==> config.mk <==
export PLATFORM = sky130hd
export DESIGN_NAME = uts_top
export DESIGN_NICKNAME = d
export VERILOG_FILES = /design/src/hdl/uts_fifo.v /design/src/hdl/uts_top.v
export VERILOG_INCLUDE_DIRS = /design/src /design/src/hdl
export SDC_FILE = /design/constraint.sdc
export NUM_CORES = 1
export LEC_CHECK = 0
export BUFFER_PORTS_ARGS = -buffer_cell sky130_fd_sc_hd__buf_2
export CAP_MARGIN = 20
export CORE_ASPECT_RATIO = 1.75
export CORE_MARGIN = 8
export CORE_UTILIZATION = 33
export CTS_CLUSTER_DIAMETER = 120
export DETAILED_ROUTE_END_ITERATION = 7
export HOLD_SLACK_MARGIN = 0.06
export SKIP_CTS_REPAIR_TIMING = 1
export SYNTH_ARGS = -nofsm -noshare
export SYNTH_HDL_FRONTEND = slang
export SYNTH_HIERARCHICAL = 1
export SYNTH_SLANG_ARGS = --single-unit
==> constraint.sdc <==
create_clock -name pclk -period 2.5 [get_ports pclk]
set_clock_uncertainty 0.15 [all_clocks]
set_input_delay 0.25 -clock pclk [delete_from_list [all_inputs] [get_ports pclk]]
set_output_delay 0.25 -clock pclk [all_outputs]
set_load 0.01 [all_outputs]
==> src/hdl/uts_map.vh <==
// Register map, field positions, reset values and timing for the USB termination select block
`ifndef UTS_MAP_VH
`define UTS_MAP_VH
`define UTS_OFS_FUNC_CTRL 8'h00
`define UTS_OFS_OTG_CTRL  8'h04
`define UTS_OFS_HS_COMP   8'h08
`define UTS_OFS_STATUS    8'h0c
`define UTS_OFS_TX_DATA   8'h10
`define UTS_OFS_RX_DATA   8'h14
`define UTS_FC_XS_LSB     0
`define UTS_FC_TS_BIT     2
`define UTS_FC_OM_LSB     3
`define UTS_OTG_DP_BIT    1
`define UTS_OTG_DM_BIT    2
`define UTS_HC_BOOST_LSB  0
`define UTS_HC_SENSE_LSB  4
`define UTS_RST_FUNC_CTRL 5'h01
`define UTS_RST_OTG_CTRL  3'h6
`define UTS_TERM_DEFAULT  5'h06
`define UTS_BIT_DIV       4
`define UTS_STUFF_LIMIT   3'h6
`endif

==> src/hdl/uts_fifo.v <==
// Transmit byte FIFO with valid/ready on both sides
`timescale 1ns/1ps
module uts_fifo #(
  parameter WIDTH = 8,
  parameter DEPTH = 16,
  parameter AW    = 4
) (
  input  wire             pclk,
  input  wire             presetn,
  input  wire             in_valid,
  output wire             in_ready,
  input  wire [WIDTH-1:0] in_data,
  output wire             out_valid,
  input  wire             out_ready,
  output wire [WIDTH-1:0] out_data,
  output wire             full,
  output wire             empty
);
  reg [WIDTH-1:0] mem [0:DEPTH-1];
  reg [AW:0]      wr_ptr_ff;
  reg [AW:0]      rd_ptr_ff;
  wire            push;
  wire            pop;

  assign full      = (wr_ptr_ff[AW] != rd_ptr_ff[AW]) && (wr_ptr_ff[AW-1:0] == rd_ptr_ff[AW-1:0]);
  assign empty     = (wr_ptr_ff == rd_ptr_ff);
  assign in_ready  = !full;
  assign out_valid = !empty;
  assign out_data  = mem[rd_ptr_ff[AW-1:0]];
  assign push      = in_valid && !full;
  assign pop       = out_ready && !empty;

  always @(posedge pclk)
  begin
    if (push)
      mem[wr_ptr_ff[AW-1:0]] <= in_data;
  end

  always @(posedge pclk or negedge presetn)
  begin
    if (!presetn)
    begin
      wr_ptr_ff <= {(AW+1){1'b0}};
      rd_ptr_ff <= {(AW+1){1'b0}};
    end
    else
    begin
      if (push)
        wr_ptr_ff <= wr_ptr_ff + {{AW{1'b0}}, 1'b1};
      if (pop)
        rd_ptr_ff <= rd_ptr_ff + {{AW{1'b0}}, 1'b1};
    end
  end
endmodule

==> src/hdl/uts_top.v <==
// Termination decode, compensation settings and serial TX/RX path behind an APB slave
//
// Our own choices: the address map and the APB register port.
`timescale 1ns/1ps
`include "uts_map.vh"
module uts_top #(
  parameter BIT_DIV = `UTS_BIT_DIV
) (
  input  wire        pclk,
  input  wire        presetn,
  input  wire        psel,
  input  wire        penable,
  input  wire        pwrite,
  input  wire [7:0]  paddr,
  input  wire [31:0] pwdata,
  output wire [31:0] prdata,
  output wire        pready,
  output wire        pslverr,
  input  wire        hardware_reset_n,
  input  wire        hs_rx_data,
  input  wire        fs_rx_data,
  input  wire        hs_squelch,
  input  wire        dp_se_rx,
  input  wire        dm_se_rx,
  output wire        dp_pull_up_enable,
  output wire        dm_pull_up_enable,
  output wire        dp_pull_down_enable,
  output wire        dm_pull_down_enable,
  output wire        high_speed_termination_enable,
  output wire [1:0]  tx_amplitude_boost,
  output wire [1:0]  squelch_sensitivity,
  output wire        hs_tx_data,
  output wire        hs_tx_oe,
  output wire        fs_tx_data,
  output wire        fs_tx_oe,
  output wire [1:0]  rx_line_state
);
  localparam ST_IDLE  = 3'b001;
  localparam ST_SHIFT = 3'b010;
  // Final bit on the line, driver still enabled
  localparam ST_HOLD  = 3'b100;

  // ****************************************************
  // Termination decode
  // ****************************************************
  // Returns {pu_dp, pu_dm, pd_dp, pd_dm, hs_term}
  function [4:0] uts_term_decode;
    input [1:0] xs;
    input       ts;
    input [1:0] om;
    input       dpp;
    input       dmp;
    reg         hs_sel;
    reg         act;
    begin
      hs_sel = (xs == 2'b00) && !ts && (om == 2'b00 || om == 2'b10);
      act    = (om == 2'b00) || (om == 2'b10);
      // Mode 01 wins over every other field; unlisted settings keep both pull-downs
      uts_term_decode = `UTS_TERM_DEFAULT;
      if (om == 2'b01)
        uts_term_decode = 5'h00;
      else if (dpp && dmp)
      begin
        if (hs_sel)
          uts_term_decode = 5'h07;
      end
      else if (!dpp && !dmp)
      begin
        if (hs_sel)
          uts_term_decode = 5'h01;
        else if (ts && act && ((xs == 2'b00 && om == 2'b10) || xs == 2'b01))
          uts_term_decode = 5'h10;
        else if (ts && act && xs == 2'b10)
          uts_term_decode = 5'h08;
      end
      else if (!dpp && dmp)
      begin
        if (hs_sel)
          uts_term_decode = 5'h03;
        else if (ts && act && ((xs == 2'b00 && om == 2'b10) || xs == 2'b01))
          uts_term_decode = 5'h12;
        else if (xs == 2'b01 && !ts && om == 2'b00)
          uts_term_decode = 5'h02;
      end
    end
  endfunction

  // ****************************************************
  // Synchronisers
  // ****************************************************
  reg  [5:0] sync1_ff;
  reg  [5:0] sync2_ff;
  wire       hw_run;
  wire       hs_rx_s;
  wire       fs_rx_s;
  wire       squelch_s;
  // Pin inputs are asynchronous to pclk; only the second stage is read

  always @(posedge pclk or negedge presetn)
  begin
    if (!presetn)
    begin
      sync1_ff <= 6'h00;
      sync2_ff <= 6'h00;
    end
    else
    begin
      sync1_ff <= {hardware_reset_n, hs_rx_data, fs_rx_data, hs_squelch, dm_se_rx, dp_se_rx};
      sync2_ff <= sync1_ff;
    end
  end

  assign hw_run        = sync2_ff[5];
  assign hs_rx_s       = sync2_ff[4];
  assign fs_rx_s       = sync2_ff[3];
  assign squelch_s     = sync2_ff[2];
  assign rx_line_state = sync2_ff[1:0];

  // ****************************************************
  // APB registers
  // ****************************************************
  reg  [4:0]  func_ctrl_ff;
  reg  [2:0]  otg_ctrl_ff;
  reg  [7:0]  hs_comp_ff;
  reg  [31:0] prdata_ff;
  reg  [4:0]  term_ff;
  reg  [7:0]  rx_byte_ff;
  reg         busy_ff;
  wire        fifo_in_ready;
  wire        fifo_full;
  wire        fifo_empty;
  wire        sel_tx;
  wire        mapped;
  wire        wr_ok;
  reg  [31:0] nxt_prdata;

  assign sel_tx  = (paddr == `UTS_OFS_TX_DATA);
  assign mapped  = (paddr == `UTS_OFS_FUNC_CTRL) || (paddr == `UTS_OFS_OTG_CTRL) || (paddr == `UTS_OFS_HS_COMP)
                || (paddr == `UTS_OFS_STATUS) || sel_tx || (paddr == `UTS_OFS_RX_DATA);
  // A TX write waits in the access phase while the FIFO is full
  assign pready  = !(pwrite && sel_tx && !fifo_in_ready);
  // Unmapped addresses answer with an error and change nothing
  assign pslverr = psel && penable && !mapped;
  assign prdata  = prdata_ff;
  assign wr_ok   = psel && penable && pwrite && pready;

  always @*
  begin
    nxt_prdata = 32'h0000_0000;
    case (paddr)
      `UTS_OFS_FUNC_CTRL: nxt_prdata = {27'h0000000, func_ctrl_ff};
      `UTS_OFS_OTG_CTRL:  nxt_prdata = {29'h00000000, otg_ctrl_ff};
      `UTS_OFS_HS_COMP:   nxt_prdata = {24'h000000, hs_comp_ff};
      `UTS_OFS_STATUS:    nxt_prdata = {20'h00000, rx_line_state, hw_run, busy_ff,
                                        fifo_full, fifo_empty, 1'b0, term_ff};
      `UTS_OFS_RX_DATA:   nxt_prdata = {24'h000000, rx_byte_ff};
      default:            nxt_prdata = 32'h0000_0000;
    endcase
  end

  always @(posedge pclk or negedge presetn)
  begin
    if (!presetn)
    begin
      func_ctrl_ff <= `UTS_RST_FUNC_CTRL;
      otg_ctrl_ff  <= `UTS_RST_OTG_CTRL;
      hs_comp_ff   <= 8'h00;
      prdata_ff    <= 32'h0000_0000;
    end
    else
    begin
      // Read data is captured in the setup cycle and stands through the access phase
      if (psel && !penable && !pwrite)
        prdata_ff <= nxt_prdata;
      if (wr_ok && paddr == `UTS_OFS_FUNC_CTRL)
        func_ctrl_ff <= pwdata[4:0];
      if (wr_ok && paddr == `UTS_OFS_OTG_CTRL)
        otg_ctrl_ff <= {pwdata[`UTS_OTG_DM_BIT], pwdata[`UTS_OTG_DP_BIT], 1'b0};
      if (wr_ok && paddr == `UTS_OFS_HS_COMP)
        hs_comp_ff <= {2'b00, pwdata[`UTS_HC_SENSE_LSB+1:`UTS_HC_SENSE_LSB], 2'b00,
                       pwdata[`UTS_HC_BOOST_LSB+1:`UTS_HC_BOOST_LSB]};
    end
  end

  assign tx_amplitude_boost  = hs_comp_ff[`UTS_HC_BOOST_LSB+1:`UTS_HC_BOOST_LSB];
  assign squelch_sensitivity = hs_comp_ff[`UTS_HC_SENSE_LSB+1:`UTS_HC_SENSE_LSB];

  // Speed select also picks which driver pair and receiver are in use
  wire [1:0] xs_sel = func_ctrl_ff[`UTS_FC_XS_LSB+1:`UTS_FC_XS_LSB];
  wire       hs_mode = (xs_sel == 2'b00);

  // ****************************************************
  // Registered termination enables
  // ****************************************************
  // One clock of latency buys glitch-free pad enables
  always @(posedge pclk or negedge presetn)
  begin
    if (!presetn)
      term_ff <= 5'h00;
    else if (!hw_run)
      term_ff <= 5'h00;
    else
      term_ff <= uts_term_decode(xs_sel, func_ctrl_ff[`UTS_FC_TS_BIT],
                                 func_ctrl_ff[`UTS_FC_OM_LSB+1:`UTS_FC_OM_LSB],
                                 otg_ctrl_ff[1], otg_ctrl_ff[2]);
  end

  assign dp_pull_up_enable             = term_ff[4];
  assign dm_pull_up_enable             = term_ff[3];
  assign dp_pull_down_enable           = term_ff[2];
  assign dm_pull_down_enable           = term_ff[1];
  assign high_speed_termination_enable = term_ff[0];

  // ****************************************************
  // Bit rate enable
  // ****************************************************
  reg  [7:0] div_ff;
  wire       bit_en = (div_ff == 8'h00);
  // Free running, so the first bit of a byte may start up to BIT_DIV-1 clocks late;
  // transmit and receive then share one bit grid

  always @(posedge pclk or negedge presetn)
  begin
    if (!presetn)
      div_ff <= 8'h00;
    else if (bit_en)
      div_ff <= BIT_DIV[7:0] - 8'h01;
    else
      div_ff <= div_ff - 8'h01;
  end

  // ****************************************************
  // Transmit: FIFO, serialize, stuff, NRZI
  // ****************************************************
  wire       fifo_out_valid;
  wire [7:0] fifo_out_data;
  reg  [2:0] state_ff;
  reg  [7:0] shift_ff;
  reg  [2:0] bit_cnt_ff;
  reg  [2:0] ones_ff;
  reg        line_ff;
  wire       take = (state_ff == ST_IDLE) && fifo_out_valid && hw_run;
  wire       last_bit;
  // Line starts at 1 and keeps its level between bytes, so NRZI runs on across them

  // The FIFO decouples APB writes from the slow bit rate
  uts_fifo #(
    .WIDTH (8),
    .DEPTH (16),
    .AW    (4)
  ) u_fifo (
    .pclk      (pclk),
    .presetn   (presetn),
    .in_valid  (wr_ok && sel_tx),
    .in_ready  (fifo_in_ready),
    .in_data   (pwdata[7:0]),
    .out_valid (fifo_out_valid),
    .out_ready (take),
    .out_data  (fifo_out_data),
    .full      (fifo_full),
    .empty     (fifo_empty)
  );

  assign last_bit = (bit_cnt_ff == 3'h7) && (ones_ff != `UTS_STUFF_LIMIT);

  always @(posedge pclk or negedge presetn)
  begin
    if (!presetn)
    begin
      state_ff   <= ST_IDLE;
      shift_ff   <= 8'h00;
      bit_cnt_ff <= 3'h0;
      ones_ff    <= 3'h0;
      line_ff    <= 1'b1;
      busy_ff    <= 1'b0;
    end
    else
    begin
      case (state_ff)
        ST_IDLE:
        begin
          if (take)
          begin
            shift_ff   <= fifo_out_data;
            bit_cnt_ff <= 3'h0;
            busy_ff    <= 1'b1;
            state_ff   <= ST_SHIFT;
          end
        end
        ST_SHIFT:
        begin
          if (!hw_run)
          begin
            busy_ff  <= 1'b0;
            ones_ff  <= 3'h0;
            state_ff <= ST_IDLE;
          end
          else if (bit_en)
          begin
            // Six ones in a row: a stuffed zero, which toggles the line
            if (ones_ff == `UTS_STUFF_LIMIT)
            begin
              line_ff <= !line_ff;
              ones_ff <= 3'h0;
            end
            else
            begin
              // NRZI: a zero toggles the line, a one holds it
              if (!shift_ff[0])
                line_ff <= !line_ff;
              ones_ff    <= shift_ff[0] ? ones_ff + 3'h1 : 3'h0;
              shift_ff   <= {1'b0, shift_ff[7:1]};
              bit_cnt_ff <= bit_cnt_ff + 3'h1;
            end
            // The last bit has just been put on the line and still needs its bit time
            if (last_bit)
              state_ff <= ST_HOLD;
          end
        end
        ST_HOLD:
        begin
          // Abort drops the byte and releases the line at once
          if (!hw_run)
          begin
            busy_ff  <= 1'b0;
            ones_ff  <= 3'h0;
            state_ff <= ST_IDLE;
          end
          else if (bit_en)
          begin
            busy_ff  <= 1'b0;
            state_ff <= ST_IDLE;
          end
        end
        default:
          state_ff <= ST_IDLE;
      endcase
    end
  end

  // Drivers released whenever the synchronised hardware reset pin (hw_run) is low, two clocks after the pin itself
  // A released driver shows 0; the pull resistors decide the line level then
  assign hs_tx_data = busy_ff && hw_run && hs_mode && line_ff;
  assign hs_tx_oe   = busy_ff && hw_run && hs_mode;
  assign fs_tx_data = busy_ff && hw_run && !hs_mode && line_ff;
  assign fs_tx_oe   = busy_ff && hw_run && !hs_mode;

  // ****************************************************
  // Receive: mux, squelch gate, deserialize
  // ****************************************************
  // Squelch holds off HS bits so line noise never fills the byte
  wire       rx_bit   = hs_mode ? hs_rx_s : fs_rx_s;
  wire       rx_take  = bit_en && hw_run && !(hs_mode && squelch_s);
  reg  [7:0] rx_sh_ff;
  reg  [2:0] rx_cnt_ff;
  // No framing: the deserializer runs free on the bit grid and software aligns bytes

  always @(posedge pclk or negedge presetn)
  begin
    if (!presetn)
    begin
      rx_sh_ff   <= 8'h00;
      rx_cnt_ff  <= 3'h0;
      rx_byte_ff <= 8'h00;
    end
    else if (rx_take)
    begin
      rx_sh_ff  <= {rx_bit, rx_sh_ff[7:1]};
      rx_cnt_ff <= rx_cnt_ff + 3'h1;
      if (rx_cnt_ff == 3'h7)
        rx_byte_ff <= {rx_bit, rx_sh_ff[7:1]};
    end
  end
endmodule

==> Word level (Yosys, flattened, before mapping) <==
Memory sizes are Yosys's and may differ from the RTL's.
Index checks and enable logic that the tools add are counted.
{ "word_totals": {"regBits": 116, "ram_bits": 128, "inputBits": 51, "output_inout_bits": 49, "wordCells": 171, "n_memories": 1} }
{ "mem_list": {"columns": ["memory", "depth", "width", "rd", "rd_clocked_by_memory_dff", "write_ports", "line_no", "rtl"], "rows": [
  ["u_fifo.mem", 16, 8, 1, 0, 1, "uts_fifo.v:19", "reg [WIDTH-1:0] mem [0:DEPTH-1];"]
]} }
{ "op_classes": {"add_sub_neg": 6, "n_eq_ne": 29, "mux": 47, "reduce_logical": 69} }
{ "ops": {"columns": ["operator", "n"], "rows": [
  ["$pmux W12 S5", 1],
  ["$mux W3", 16],
  ["$mux W5", 9],
  ["$mux W8", 5],
  ["$logic_and A1 B1 Y1", 37],
  ["$eq A8 B4 Y1 const B", 2],
  ["$eq A8 B5 Y1 const B", 2],
  ["$logic_not A8 Y1", 2],
  ["$pmux W8 S2", 1],
  ["$eq A3 B3 Y1 const B", 4],
  ["$logic_not A1 Y1", 12],
  ["$ne A3 B3 Y1 const B", 4],
  ["$pmux W3 S2", 2],
  ["$reduce_and A4 Y1", 3],
  ["$add A5 B1 Y5 const B", 2],
  ["$mux W1", 10],
  ["$ne A2 B2 Y1 const B", 5],
  ["$add A3 B1 Y3 const B", 3],
  ["$pmux W3 S3", 1],
  ["$eq A8 B3 Y1 const B", 1],
  ["$sub A8 B1 Y8 const B", 1],
  ["$logic_or A1 B1 Y1", 7],
  ["$eq A5 B5 Y1", 1],
  ["$reduce_and A5 Y1", 1],
  ["14 further kinds", 19]
]} }

==> Longest topological paths before layout <==
Gate-level depths: netlist of the first run.
{ "logic_depth": {"word_depth": 11, "depth_mapped": 12, "ltp_nobuf": 10} }

==> Hierarchy <==
Netlist of the first run, hierarchy kept.
{ "by_module_without_submodules": {"columns": ["mod", "n_inst", "cells_each", "area_per_inst_um2", "seq_area_each_um2"], "rows": [
  ["uts_fifo", 1, 285, 5577.8, 4093.9],
  ["uts_top", 1, 331, 3917.5, 2133.3]
]} }

==> Worst setup path after synthesis of the first run <==
OpenSTA, ideal clock, no wires.
{ "synth_path": {"path_kind": "register -> register", "start": "reg u_fifo.wr_ptr_ff[2]", "end": "reg u_fifo.rd_ptr_ff[1]", "setup_ns": 0.128, "arrival_time_ns": 2.443, "required_time_ns": 2.222, "slack_ns": -0.220, "path_stages_with_launch": 11, "n_path_buf": 2, "period_less_slack_ns": 2.720, "path_cell_list": "dfrtp_1 buf_2 xnor2_1 nand4_2 buf_2 or2_2 nor4bb_1 nand2_1 clkinv_1 o21ai_1 mux2_1"} }
{ "synth_between": {"elab_chain_len": 5} }
{ "synth_rtl": {"columns": ["element", "line_no", "rtl"], "rows": [
  ["start: declaration", "uts_fifo.v:20", "reg [AW:0] wr_ptr_ff;"],
  ["start signal: assignment", "uts_fifo.v:43", "wr_ptr_ff <= {(AW+1){1'b0}};"],
  ["start signal: assignment", "uts_fifo.v:49", "wr_ptr_ff <= wr_ptr_ff + {{AW{1'b0}}, 1'b1};"],
  ["$eq A5 B5 Y1", "uts_fifo.v:26", "assign empty = (wr_ptr_ff == rd_ptr_ff);"],
  ["$logic_not A1 Y1", "uts_fifo.v:28", "assign out_valid = !empty;"],
  ["named net fifo_out_valid", "uts_top.v:235", "wire fifo_out_valid;"],
  ["$logic_and A1 B1 Y1 (2 in a row)", "uts_top.v:242", "wire take = (state_ff == ST_IDLE) && fifo_out_valid && hw_run;"],
  ["named net take", "uts_top.v:242", null],
  ["$logic_and A1 B1 Y1", "uts_fifo.v:31", "assign pop = out_ready && !empty;"],
  ["end signal: assignment", "uts_fifo.v:44", "rd_ptr_ff <= {(AW+1){1'b0}};"],
  ["end signal: assignment", "uts_fifo.v:51", "rd_ptr_ff <= rd_ptr_ff + {{AW{1'b0}}, 1'b1};"],
  ["end: declaration", "uts_fifo.v:21", "reg [AW:0] rd_ptr_ff;"]
]} }
The timed path passes the listed nets, and every way through them passes these cells.
A chain may end at the register's enable or synchronous reset.

==> Worst setup path in the final report of the first run <==
{ "layout_path": {"start": "reg u_fifo.rd_ptr_ff[1]", "end": "out pready"} }
{ "layout_between": {"elab_chain_len": 4} }
{ "layout_rtl": {"columns": ["element", "line_no", "rtl"], "rows": [
  ["$eq A4 B4 Y1", "uts_fifo.v:25", "assign full = (wr_ptr_ff[AW] != rd_ptr_ff[AW]) && (wr_ptr_ff[AW-1:0] == rd_ptr_ff[AW-1:0]);"],
  ["$logic_and A1 B1 Y1", "uts_fifo.v:25", null],
  ["named net fifo_full", "uts_top.v:130", "wire fifo_full;"],
  ["$logic_and A1 B1 Y1", "uts_top.v:141", "assign pready = !(pwrite && sel_tx && !fifo_in_ready);"],
  ["$logic_not A1 Y1", "uts_top.v:141", null],
  ["end: declaration", "uts_top.v:17", "output wire pready,"]
]} }
The timed path passes the listed nets, and every way through them passes these cells.

==> impl_summary.txt, run 1 <==
----------------------------------------------------
[Logic synthesis]
  Mapped Cells ... 616
  Distinct cells, synth ... 71
  Library cell occupying the most area in the post-synthesis netlist ... sky130_fd_sc_hd__edfxtp_1
  Yosys warns ... 6
  Count leader, synth ... sky130_fd_sc_hd__edfxtp_1
  Sequential-to-total area share from yosys stat ... 65.6%
  Post-synthesis area per instance ... 15.4 sq um
  Number of enable flip-flop cells after synthesis ... 128
  Most common flop cell mapped by yosys ... sky130_fd_sc_hd__edfxtp_1
  Netlist Area Pre-Place ... 0.00950 sq mm
  Share of synthesized registers carrying an async set or reset ... 42.6%
  Synth top area cells ... sky130_fd_sc_hd__edfxtp_1 40%, sky130_fd_sc_hd__dfrtp_1 24%, sky130_fd_sc_hd__mux4_2 5.7%, sky130_fd_sc_hd__mux2_2 3.9%, sky130_fd_sc_hd__mux4_1 2.5%
  Leading cell types by count after synthesis ... 128 x sky130_fd_sc_hd__edfxtp_1, 90 x sky130_fd_sc_hd__dfrtp_1, 34 x sky130_fd_sc_hd__nor2_1
  Register bit total from synthesis ... 223
  Top cell type's share of synthesized area ... 40.5%

[Worst setup path]
  Slowest Stage Delay on Critical Path ... 0.43 ns
  Count of cell instances traversed by the critical path ... 7
  Number of cells on the worst reg-to-reg path ... 7
  Slack of the worst reg-to-reg path ... 0.14 ns
  Largest delay contributor family on the critical path ... simple AND/OR/NAND/NOR gates
  Critical Path Slowest Stage Cell ... sky130_fd_sc_hd__dfrtp_2
  CP Cell Sequence ... xnor2_1 > nand4_2 > nor2_4 > inv_1 > nor2b_1 > nand3_1 > buf_2
  CP required ... 2.10 ns
  R2r startpoint ... div_ff[0]$_DFF_PN0_
  Startpoint types ... flip-flop
  Origin of the worst setup path ... u_fifo/rd_ptr_ff[1]$_DFFE_PN0P_
  Capture instance of the worst register-to-register path ... shift_ff[0]$_DFFE_PN0P_
  Arrival time reported for the critical path endpoint ... 2.02 ns
  Highest net fanout along the worst path ... 6
  Buffers and inverters on the worst path ... 2
  Endpoint kind of the worst setup timing path ... output pin
  Worst setup path category ... reg2out

[Timing]
  Total count of max-transition violations in the final report ... 0
  Min Tclk post-route ... 2.42 ns
  Max transition margin ... 59.3%
  Worst hold slack ... 0.0616 ns
  Peak clock frequency supported by timing ... 0.412 GHz
  Unrepaired setup endpoints after global routing ... yes
  Actual slew at the worst max-slew pin ... 0.609 ns
  Post-route fraction of the period consumed by the critical path ... 97.0%
  Final hold violation count ... 0
  Count of final setup violators ... 0

[Final layout]
  Fraction of final layout cells with drive strength greater than 1 ... 29.7%
  Layout Nets ... 802
  Fillcell total ... 2739
  Area growth from synthesis to layout ... 18.8%
  Count of antenna diodes in the layout ... 0

[Drt]
  Count of routing violations after the opening detailed-route iteration ... 194
  Total via count after detailed routing ... 5474
  DR WL/cell ... 17.9 um
  Via density per instance ... 4.84
  Final antenna-violating net count ... 0
  WL final ... 20.2 mm
  DRC violations left ... 0
  Number of detailed-route iterations in the first pass ... 4

[Power and ir drop]
  Leak pwr ... 4.44 nW
  Worst-case vdd ir drop ... 0.000486 V
  Power consumption ... 7.25 mW
  Power Dens Cells ... 642 mW/mm^2

[Outcome]
  Status ... completed

[Global route]
  Antenna violations before repair ... 0
  Total global-route track usage ... 12.0%
  Remaining global-route overflow ... 0
  Largest net degree at the start of global routing ... 39
  First-pass GRT wire length ... 31.8 mm
  Number of global-route vias before repair ... 5666

[CTS]
  Cell chosen for the clock root ... sky130_fd_sc_hd__clkbuf_16
  Clock tree from TritonCTS ... done
  H-tree lvl count ... 1
  Sink count of the clock tree ... 223
  CTS clk-pin slew, worst paths ... 0.07 ns
  Total clock buffers created by CTS ... 20
  Clock tree buffer depth ... 3
  Worst-skew pair later-pin latency ... 0.50 ns

[Worst hold path]
  Hold-critical path depth ... 1
  Type of the most critical hold path ... in2reg
  End point of the worst hold path ... u_fifo/mem[1][1]$_DFFE_PP_
  Hold Path Origin ... pwdata[1]

[Floorplan]
  Effective utilization at floorplan ... 33.3%
  Die Y-Extent ... 240 um
  Die outline area ... 0.0347 sq mm
  Num ports ... 100
  Number of placement rows ... 82
  Core Region ... 0.0285 sq mm
  Die Wd ... 144 um

[Flow run]
  Max-capacitance violation count ... 0

[Placement]
  HPWL after detailed placement ... 14.6 mm
  Final estimated routing congestion in global placement ... 0.802
  Total of buffers placed on input and output ports ... 55

----------------------------------------------------
placed cells by master (no fill, tap or decap), types with 5 or more instances in the layout:
master,synthesis,final
sky130_fd_sc_hd__nor2_1,34,33
sky130_fd_sc_hd__mux2_2,33,33
sky130_fd_sc_hd__a22o_1,7,7
sky130_fd_sc_hd__or4_1,5,5
sky130_fd_sc_hd__ha_1,12,12
sky130_fd_sc_hd__mux4_2,24,24
sky130_fd_sc_hd__o21ai_0,15,15
sky130_fd_sc_hd__clkbuf_1,9,9
sky130_fd_sc_hd__buf_2,9,54
sky130_fd_sc_hd__nor3_1,19,18
sky130_fd_sc_hd__dfrtp_1,90,89
sky130_fd_sc_hd__nor2b_1,7,7
sky130_fd_sc_hd__xnor2_1,15,14
sky130_fd_sc_hd__conb_1,1,20
sky130_fd_sc_hd__dlygate4sd3_1,0,16
sky130_fd_sc_hd__mux4_1,9,9
sky130_fd_sc_hd__nand2_1,32,30
sky130_fd_sc_hd__inv_1,10,10
sky130_fd_sc_hd__dfstp_2,5,5
sky130_fd_sc_hd__or3_1,5,5
sky130_fd_sc_hd__a22oi_1,22,22
sky130_fd_sc_hd__edfxtp_1,128,128
sky130_fd_sc_hd__clkbuf_16,0,21
sky130_fd_sc_hd__buf_4,24,56
sky130_fd_sc_hd__a21oi_1,7,7
sky130_fd_sc_hd__o22ai_1,8,8
logic make-up after synthesis:
group           share of synthesized area (%)
flops                                    65.6
mux                                      12.3
buf+inv                                  3.78
other cells                            0.0395
fa+ha+maj                                1.58
simple gates                             8.71
compound gates                           6.42
xor+xnor                                 1.57
area by class of cell:
type	instances	area (sq um)	share of cell area [%]
multi-input cells	352	3010	26.7
repair buffers	130	931	8.25
clock inverters	6	36.3	0.322
clock buffers	30	559	4.96
inverters	12	46.3	0.410
flip-flops and latches	223	6230	55.2
well taps	378	473	4.19
flip-flops by register name (all words and copies together) (netlist names):
| register | cells |
|---|---|
| busy_ff | 1 |
| u_fifo/wr_ptr_ff | 5 |
| bit_cnt_ff | 3 |
| prdata | 12 |
| ones_ff | 3 |
| state_ff | 3 |
| shift_ff | 8 |
| hs_comp_ff | 4 |
| u_fifo/mem | 128 |
| u_fifo/rd_ptr_ff | 5 |
| rx_sh_ff | 7 |
| otg_ctrl_ff | 2 |
| term_ff | 5 |
| sync2_ff | 6 |
| rx_byte_ff | 8 |
| line_ff | 1 |
| sync1_ff | 6 |
| func_ctrl_ff | 5 |
| rx_cnt_ff | 3 |
| div_ff | 8 |
metrics by stage:
| step | area, sq um | instances | setup TNS, ns | setup WS, ns | utilization (%) |
|---|---|---|---|---|---|
| global placement | 10500 | 1079 | -2.20 | -0.0769 | 36.8 |
| floorplan | 9570 | 635 | -3.33 | -0.192 | - |
| detailed placement | 10500 | 1079 | -3.72 | -0.100 | 36.8 |
| finish | 11300 | 1131 | 0 | 0.0757 | 39.6 |
| global route | 11300 | 1131 | -0.0627 | -0.0557 | 39.6 |
| CTS | 11100 | 1115 | -0.00902 | -0.00902 | 38.9 |
layer usage:
layer | vias to the layer above | GRT usage (%) | wire, um | share of wire [%]
li1 | 2575 | - | - | -
met1 | 2772 | 12.4 | 7490 | 37
met2 | 90 | 22.8 | 11200 | 56
met3 | 37 | 1.37 | 634 | 3.1
met4 | 0 | 6.27 | 862 | 4.3
met5 | - | 0 | 0 | 0
report_power, final:
| group | switching (mW) | total, mW | internal, mW | leakage (nW) |
|---|---|---|---|---|
| sequential | 0.0643 | 4.06 | 4.00 | 2.39 |
| combinational | 0.185 | 0.330 | 0.145 | 1.77 |
| clock | 1.29 | 2.85 | 1.56 | 0.281 |
| total | 1.54 | 7.25 | 5.70 | 4.44 |
worst max-delay path by stage:
| stage | endpoint |
|---|---|
| after floorplan | u_fifo/mem[13][0]$_DFFE_PP_ |
| after global placement | u_fifo/mem[13][0]$_DFFE_PP_ |
| after detailed placement | u_fifo/mem[12][1]$_DFFE_PP_ |
| after CTS | pready |
| after global routing | pready |
| final | pready |
Note: power is estimated with default switching activity, not from simulation.
==> run 2, diff against run 1 <==
Settings changed: ABC_AREA set to 1.
==> run 2 against run 1 <==
Global-route usage up 1.4 points. Setup slack gained 0.015 ns. Clock power grew 7.0%. Critical path depth increased by 4. Combinational power grew 62%. Fmax increased by 0.61%. Non-clock buffer count shrank 23. Worst hold slack lost 0.023 ns. Sequential power grew 1%.
==> impl_summary.txt, run 2 <==
----------------------------------------------------
[CTS]
  H-tree lvl count ... 1 (unchanged)
  Cell chosen for the clock root ... sky130_fd_sc_hd__clkbuf_16
  Sink count of the clock tree ... 223 (unchanged)
  CTS clk-pin slew, worst paths ... 0.07 ns (about the same)
  Clock tree buffer depth ... 3 (unchanged)
  Clock tree from TritonCTS ... done
  Worst-skew pair later-pin latency ... 0.52 ns (+0.02 ns)
  Total clock buffers created by CTS ... 21 (+5.0%)

[Timing]
  Min Tclk post-route ... 2.41 ns (-0.0148 ns)
  Count of final setup violators ... 0 (unchanged)
  Worst hold slack ... 0.0384 ns (-0.0232 ns)
  Max transition margin ... 54.3% (-5.0 points)
  Peak clock frequency supported by timing ... 0.415 GHz (+0.61%)
  Worst-case setup margin in the final layout ... 0.0905 ns (+0.0148 ns)
  Final hold violation count ... 0 (unchanged)
  Total count of max-transition violations in the final report ... 0 (unchanged)
  Sum Neg Setup Slack ... 0 ns (unchanged)
  Unrepaired setup endpoints after global routing ... yes
  Actual slew at the worst max-slew pin ... 0.683 ns (+0.0742 ns)
  Post-route fraction of the period consumed by the critical path ... 96.4% (-0.59 points)

[Final layout]
  Count of antenna diodes in the layout ... 0 (unchanged)
  Area growth from synthesis to layout ... 15.5%
  Most common cell after layout, fill and taps aside ... sky130_fd_sc_hd__nand2_1
  Fraction of final layout cells with drive strength greater than 1 ... 15.2% (-15 points)
  Final core area utilization ... 38.5% (-1.1 points)
  Layout Nets ... 1230 (+53%)
  Flip-flop count of the largest register, all copies and words added ... 128 (unchanged)
  Fillcell total ... 3051 (+11%)
  Post-layout instance count excluding filler cells ... 1572 (+39%)
  Final design instance area without fill ... 0.0118 sq mm (+4.4%)
  Highest-count cells in the layout ignoring fill and taps ... 319 x sky130_fd_sc_hd__nand2_1, 128 x sky130_fd_sc_hd__edfxtp_1, 126 x sky130_fd_sc_hd__nor2_1

[Global route]
  Largest net degree at the start of global routing ... 66 (+69%)
  Total global-route track usage ... 13.4% (+1.4 points)
  First-pass GRT wire length ... 39.2 mm (+23%)
  Antenna violations before repair ... 0 (unchanged)
  Remaining global-route overflow ... 0 (unchanged)
  Number of global-route vias before repair ... 7328 (+29%)

[Placement]
  Placed cell areas ... 0.0110 sq mm (+4.7%)
  HPWL after detailed placement ... 17.8 mm (+22%)
  Number of placed instances, taps included ... 1522 (+41%)
  Placement Setup Slack ... 0.0670 ns (+0.167 ns)
  Total of buffers placed on input and output ports ... 55 (unchanged)
  Final estimated routing congestion in global placement ... 0.892 (+11%)

[Logic synthesis]
  Count leader, synth ... sky130_fd_sc_hd__nand2_1
  Share of the synthesized area in compound gates (AO/OA/AOI/OAI) ... 4.90% (-1.5 points)
  Netlist Area Pre-Place ... 0.0102 sq mm (+7.5%)
  Distinct cells, synth ... 41 (-42%)
  Dominant combinational cell family by area after synthesis ... simple AND/OR/NAND/NOR gates
  Top cell type's share of synthesized area ... 37.7% (-2.8 points)
  Most common flop cell mapped by yosys ... sky130_fd_sc_hd__edfxtp_1
  Leading cell types by count after synthesis ... 319 x sky130_fd_sc_hd__nand2_1, 137 x sky130_fd_sc_hd__nor2_1, 128 x sky130_fd_sc_hd__edfxtp_1
  Simple-gate share of the synthesized area ... 25.0% (+16 points)
  Sequential-to-total area share from yosys stat ... 61.0% (-4.6 points)
  Number of enable flip-flop cells after synthesis ... 128 (unchanged)
  Yosys warns ... 6 (unchanged)
  Portion of netlist area occupied by mux cells ... 0% (-12 points)
  Synth top area cells ... sky130_fd_sc_hd__edfxtp_1 38%, sky130_fd_sc_hd__dfrtp_1 22%, sky130_fd_sc_hd__nand2_1 12%, sky130_fd_sc_hd__nor2_1 5.0%, sky130_fd_sc_hd__nand3_1 4.5%
  Mapped Cells ... 1077 (+75%)
  Post-synthesis area per instance ... 9.48 sq um (-39%)
  Adder-cell area share of the yosys netlist ... 1.47% (-0.11 points)
  Share of synthesized registers carrying an async set or reset ... 42.6% (unchanged)
  Register bit total from synthesis ... 223 (unchanged)
  Fraction of synthesized cell area in xor and xnor cells ... 0.772% (-0.80 points)
  Library cell occupying the most area in the post-synthesis netlist ... sky130_fd_sc_hd__edfxtp_1

[Floorplan]
  Die Y-Extent ... 249 um (+3.4%)
  Number of placement rows ... 85 (+3.7%)
  Die outline area ... 0.0370 sq mm (+6.8%)
  Num ports ... 100 (unchanged)
  Core Region ... 0.0306 sq mm (+7.4%)
  Die Wd ... 149 um (+3.3%)
  Effective utilization at floorplan ... 33.3% (about the same)

[Drt]
  Final antenna-violating net count ... 0 (unchanged)
  Total via count after detailed routing ... 7394 (+35%)
  Via density per instance ... 4.70 (-2.8%)
  Count of routing violations after the opening detailed-route iteration ... 380 (+96%)
  DR WL/cell ... 15.9 um (-11%)
  DRC violations left ... 0 (unchanged)
  Number of detailed-route iterations in the first pass ... 5 (+1)
  WL final ... 25.1 mm (+24%)

[Worst setup path]
  Worst setup path category ... reg2reg
  Endpoint kind of the worst setup timing path ... flip-flop
  Startpoint types ... flip-flop
  Highest net fanout along the worst path ... 8 (+2)
  Arrival time reported for the critical path endpoint ... 2.39 ns (+0.37 ns)
  Number of cells on the worst reg-to-reg path ... 11 (+4)
  CP required ... 2.49 ns (+0.39 ns)

[Power and ir drop]
  Power consumption ... 7.71 mW (+6.4%)
  Worst-case vdd ir drop ... 0.000467 V (-4.0%)
  Leak pwr ... 5.23 nW (+18%)
  Power Dens Cells ... 654 mW/mm^2 (+1.8%)

[Flow run]
  Max-capacitance violation count ... 0 (unchanged)

[Worst hold path]
  Type of the most critical hold path ... in2reg
  Hold-critical path depth ... 5 (+4)

[Outcome]
  Status ... completed

----------------------------------------------------
run 2: kinds of logic (layout without fill, tap and decap cells):
kind of cell               after synthesis  in the layout
and+or+nand+nor                        598            598
DFF                                    223            223
buffers and inverters                  139            224
AOI/OAI and AO/OA                       95             95
adders and majority gates               12             12
xor gates and xnor gates                 9              9
other                                    1             20
run 2: metal layers:
| metal | track usage, % | share of wire [%] | up-vias |
|---|---|---|---|
| li1 | - | - | 3654 |
| met3 | 1.44 | 4.0 | 57 |
| met1 | 13.6 | 37 | 3495 |
| met2 | 25.5 | 54 | 188 |
| met4 | 7.39 | 5.0 | 0 |
| met5 | 0 | 0 | - |
run 2: final timing paths:
kind                                                       from                    endpoint  slack [ns]
worst min-delay path                                   paddr[2]  otg_ctrl_ff[1]$_DFFE_PN1P_        0.04
worst min register to register            sync1_ff[0]$_DFF_PN0_       sync2_ff[0]$_DFF_PN0_        0.20
worst max register to register  u_fifo/rd_ptr_ff[4]$_DFFE_PN0P_  u_fifo/mem[3][5]$_DFFE_PP_        0.09
worst max-delay path            u_fifo/rd_ptr_ff[4]$_DFFE_PN0P_  u_fifo/mem[3][5]$_DFFE_PP_        0.09
min in group asynchronous                               presetn         div_ff[4]$_DFF_PN0_        0.13
max in group asynchronous                               presetn         line_ff$_DFFE_PN1P_        1.34
run 2: area by class of cell:
type,count,area (sq um),share of cell area [%]
Sequential cell,223,6230,52.9
Timing Repair Buffer,107,726,6.16
Inverter,80,300,2.55
Tap cell,391,489,4.15
Clock inverter,11,83.8,0.711
Clock buffer,26,564,4.79
Multi-Input combinational cell,734,3390,28.8
run 2: power breakdown:
group          total (mW)  switching (mW)  internal [mW]
Sequential           4.12          0.0813           4.04
Combinational       0.534           0.365          0.169
Clock                3.05            1.34           1.71
Total                7.71            1.79           5.92
run 2: worst max-delay path, cell delays in order (launching register included):
cell and delay (ns):
sky130_fd_sc_hd__dfrtp_1 0.39, sky130_fd_sc_hd__xnor2_1 0.24, sky130_fd_sc_hd__inv_1 0.11, sky130_fd_sc_hd__nand3_4 0.10, sky130_fd_sc_hd__nor2_1 0.05, sky130_fd_sc_hd__nand2_2 0.06, sky130_fd_sc_hd__nand3_1 0.06, sky130_fd_sc_hd__inv_1 0.09
sky130_fd_sc_hd__nand2_1 0.08, sky130_fd_sc_hd__inv_1 0.08, sky130_fd_sc_hd__nand2_1 0.09, sky130_fd_sc_hd__nor2_1 0.54
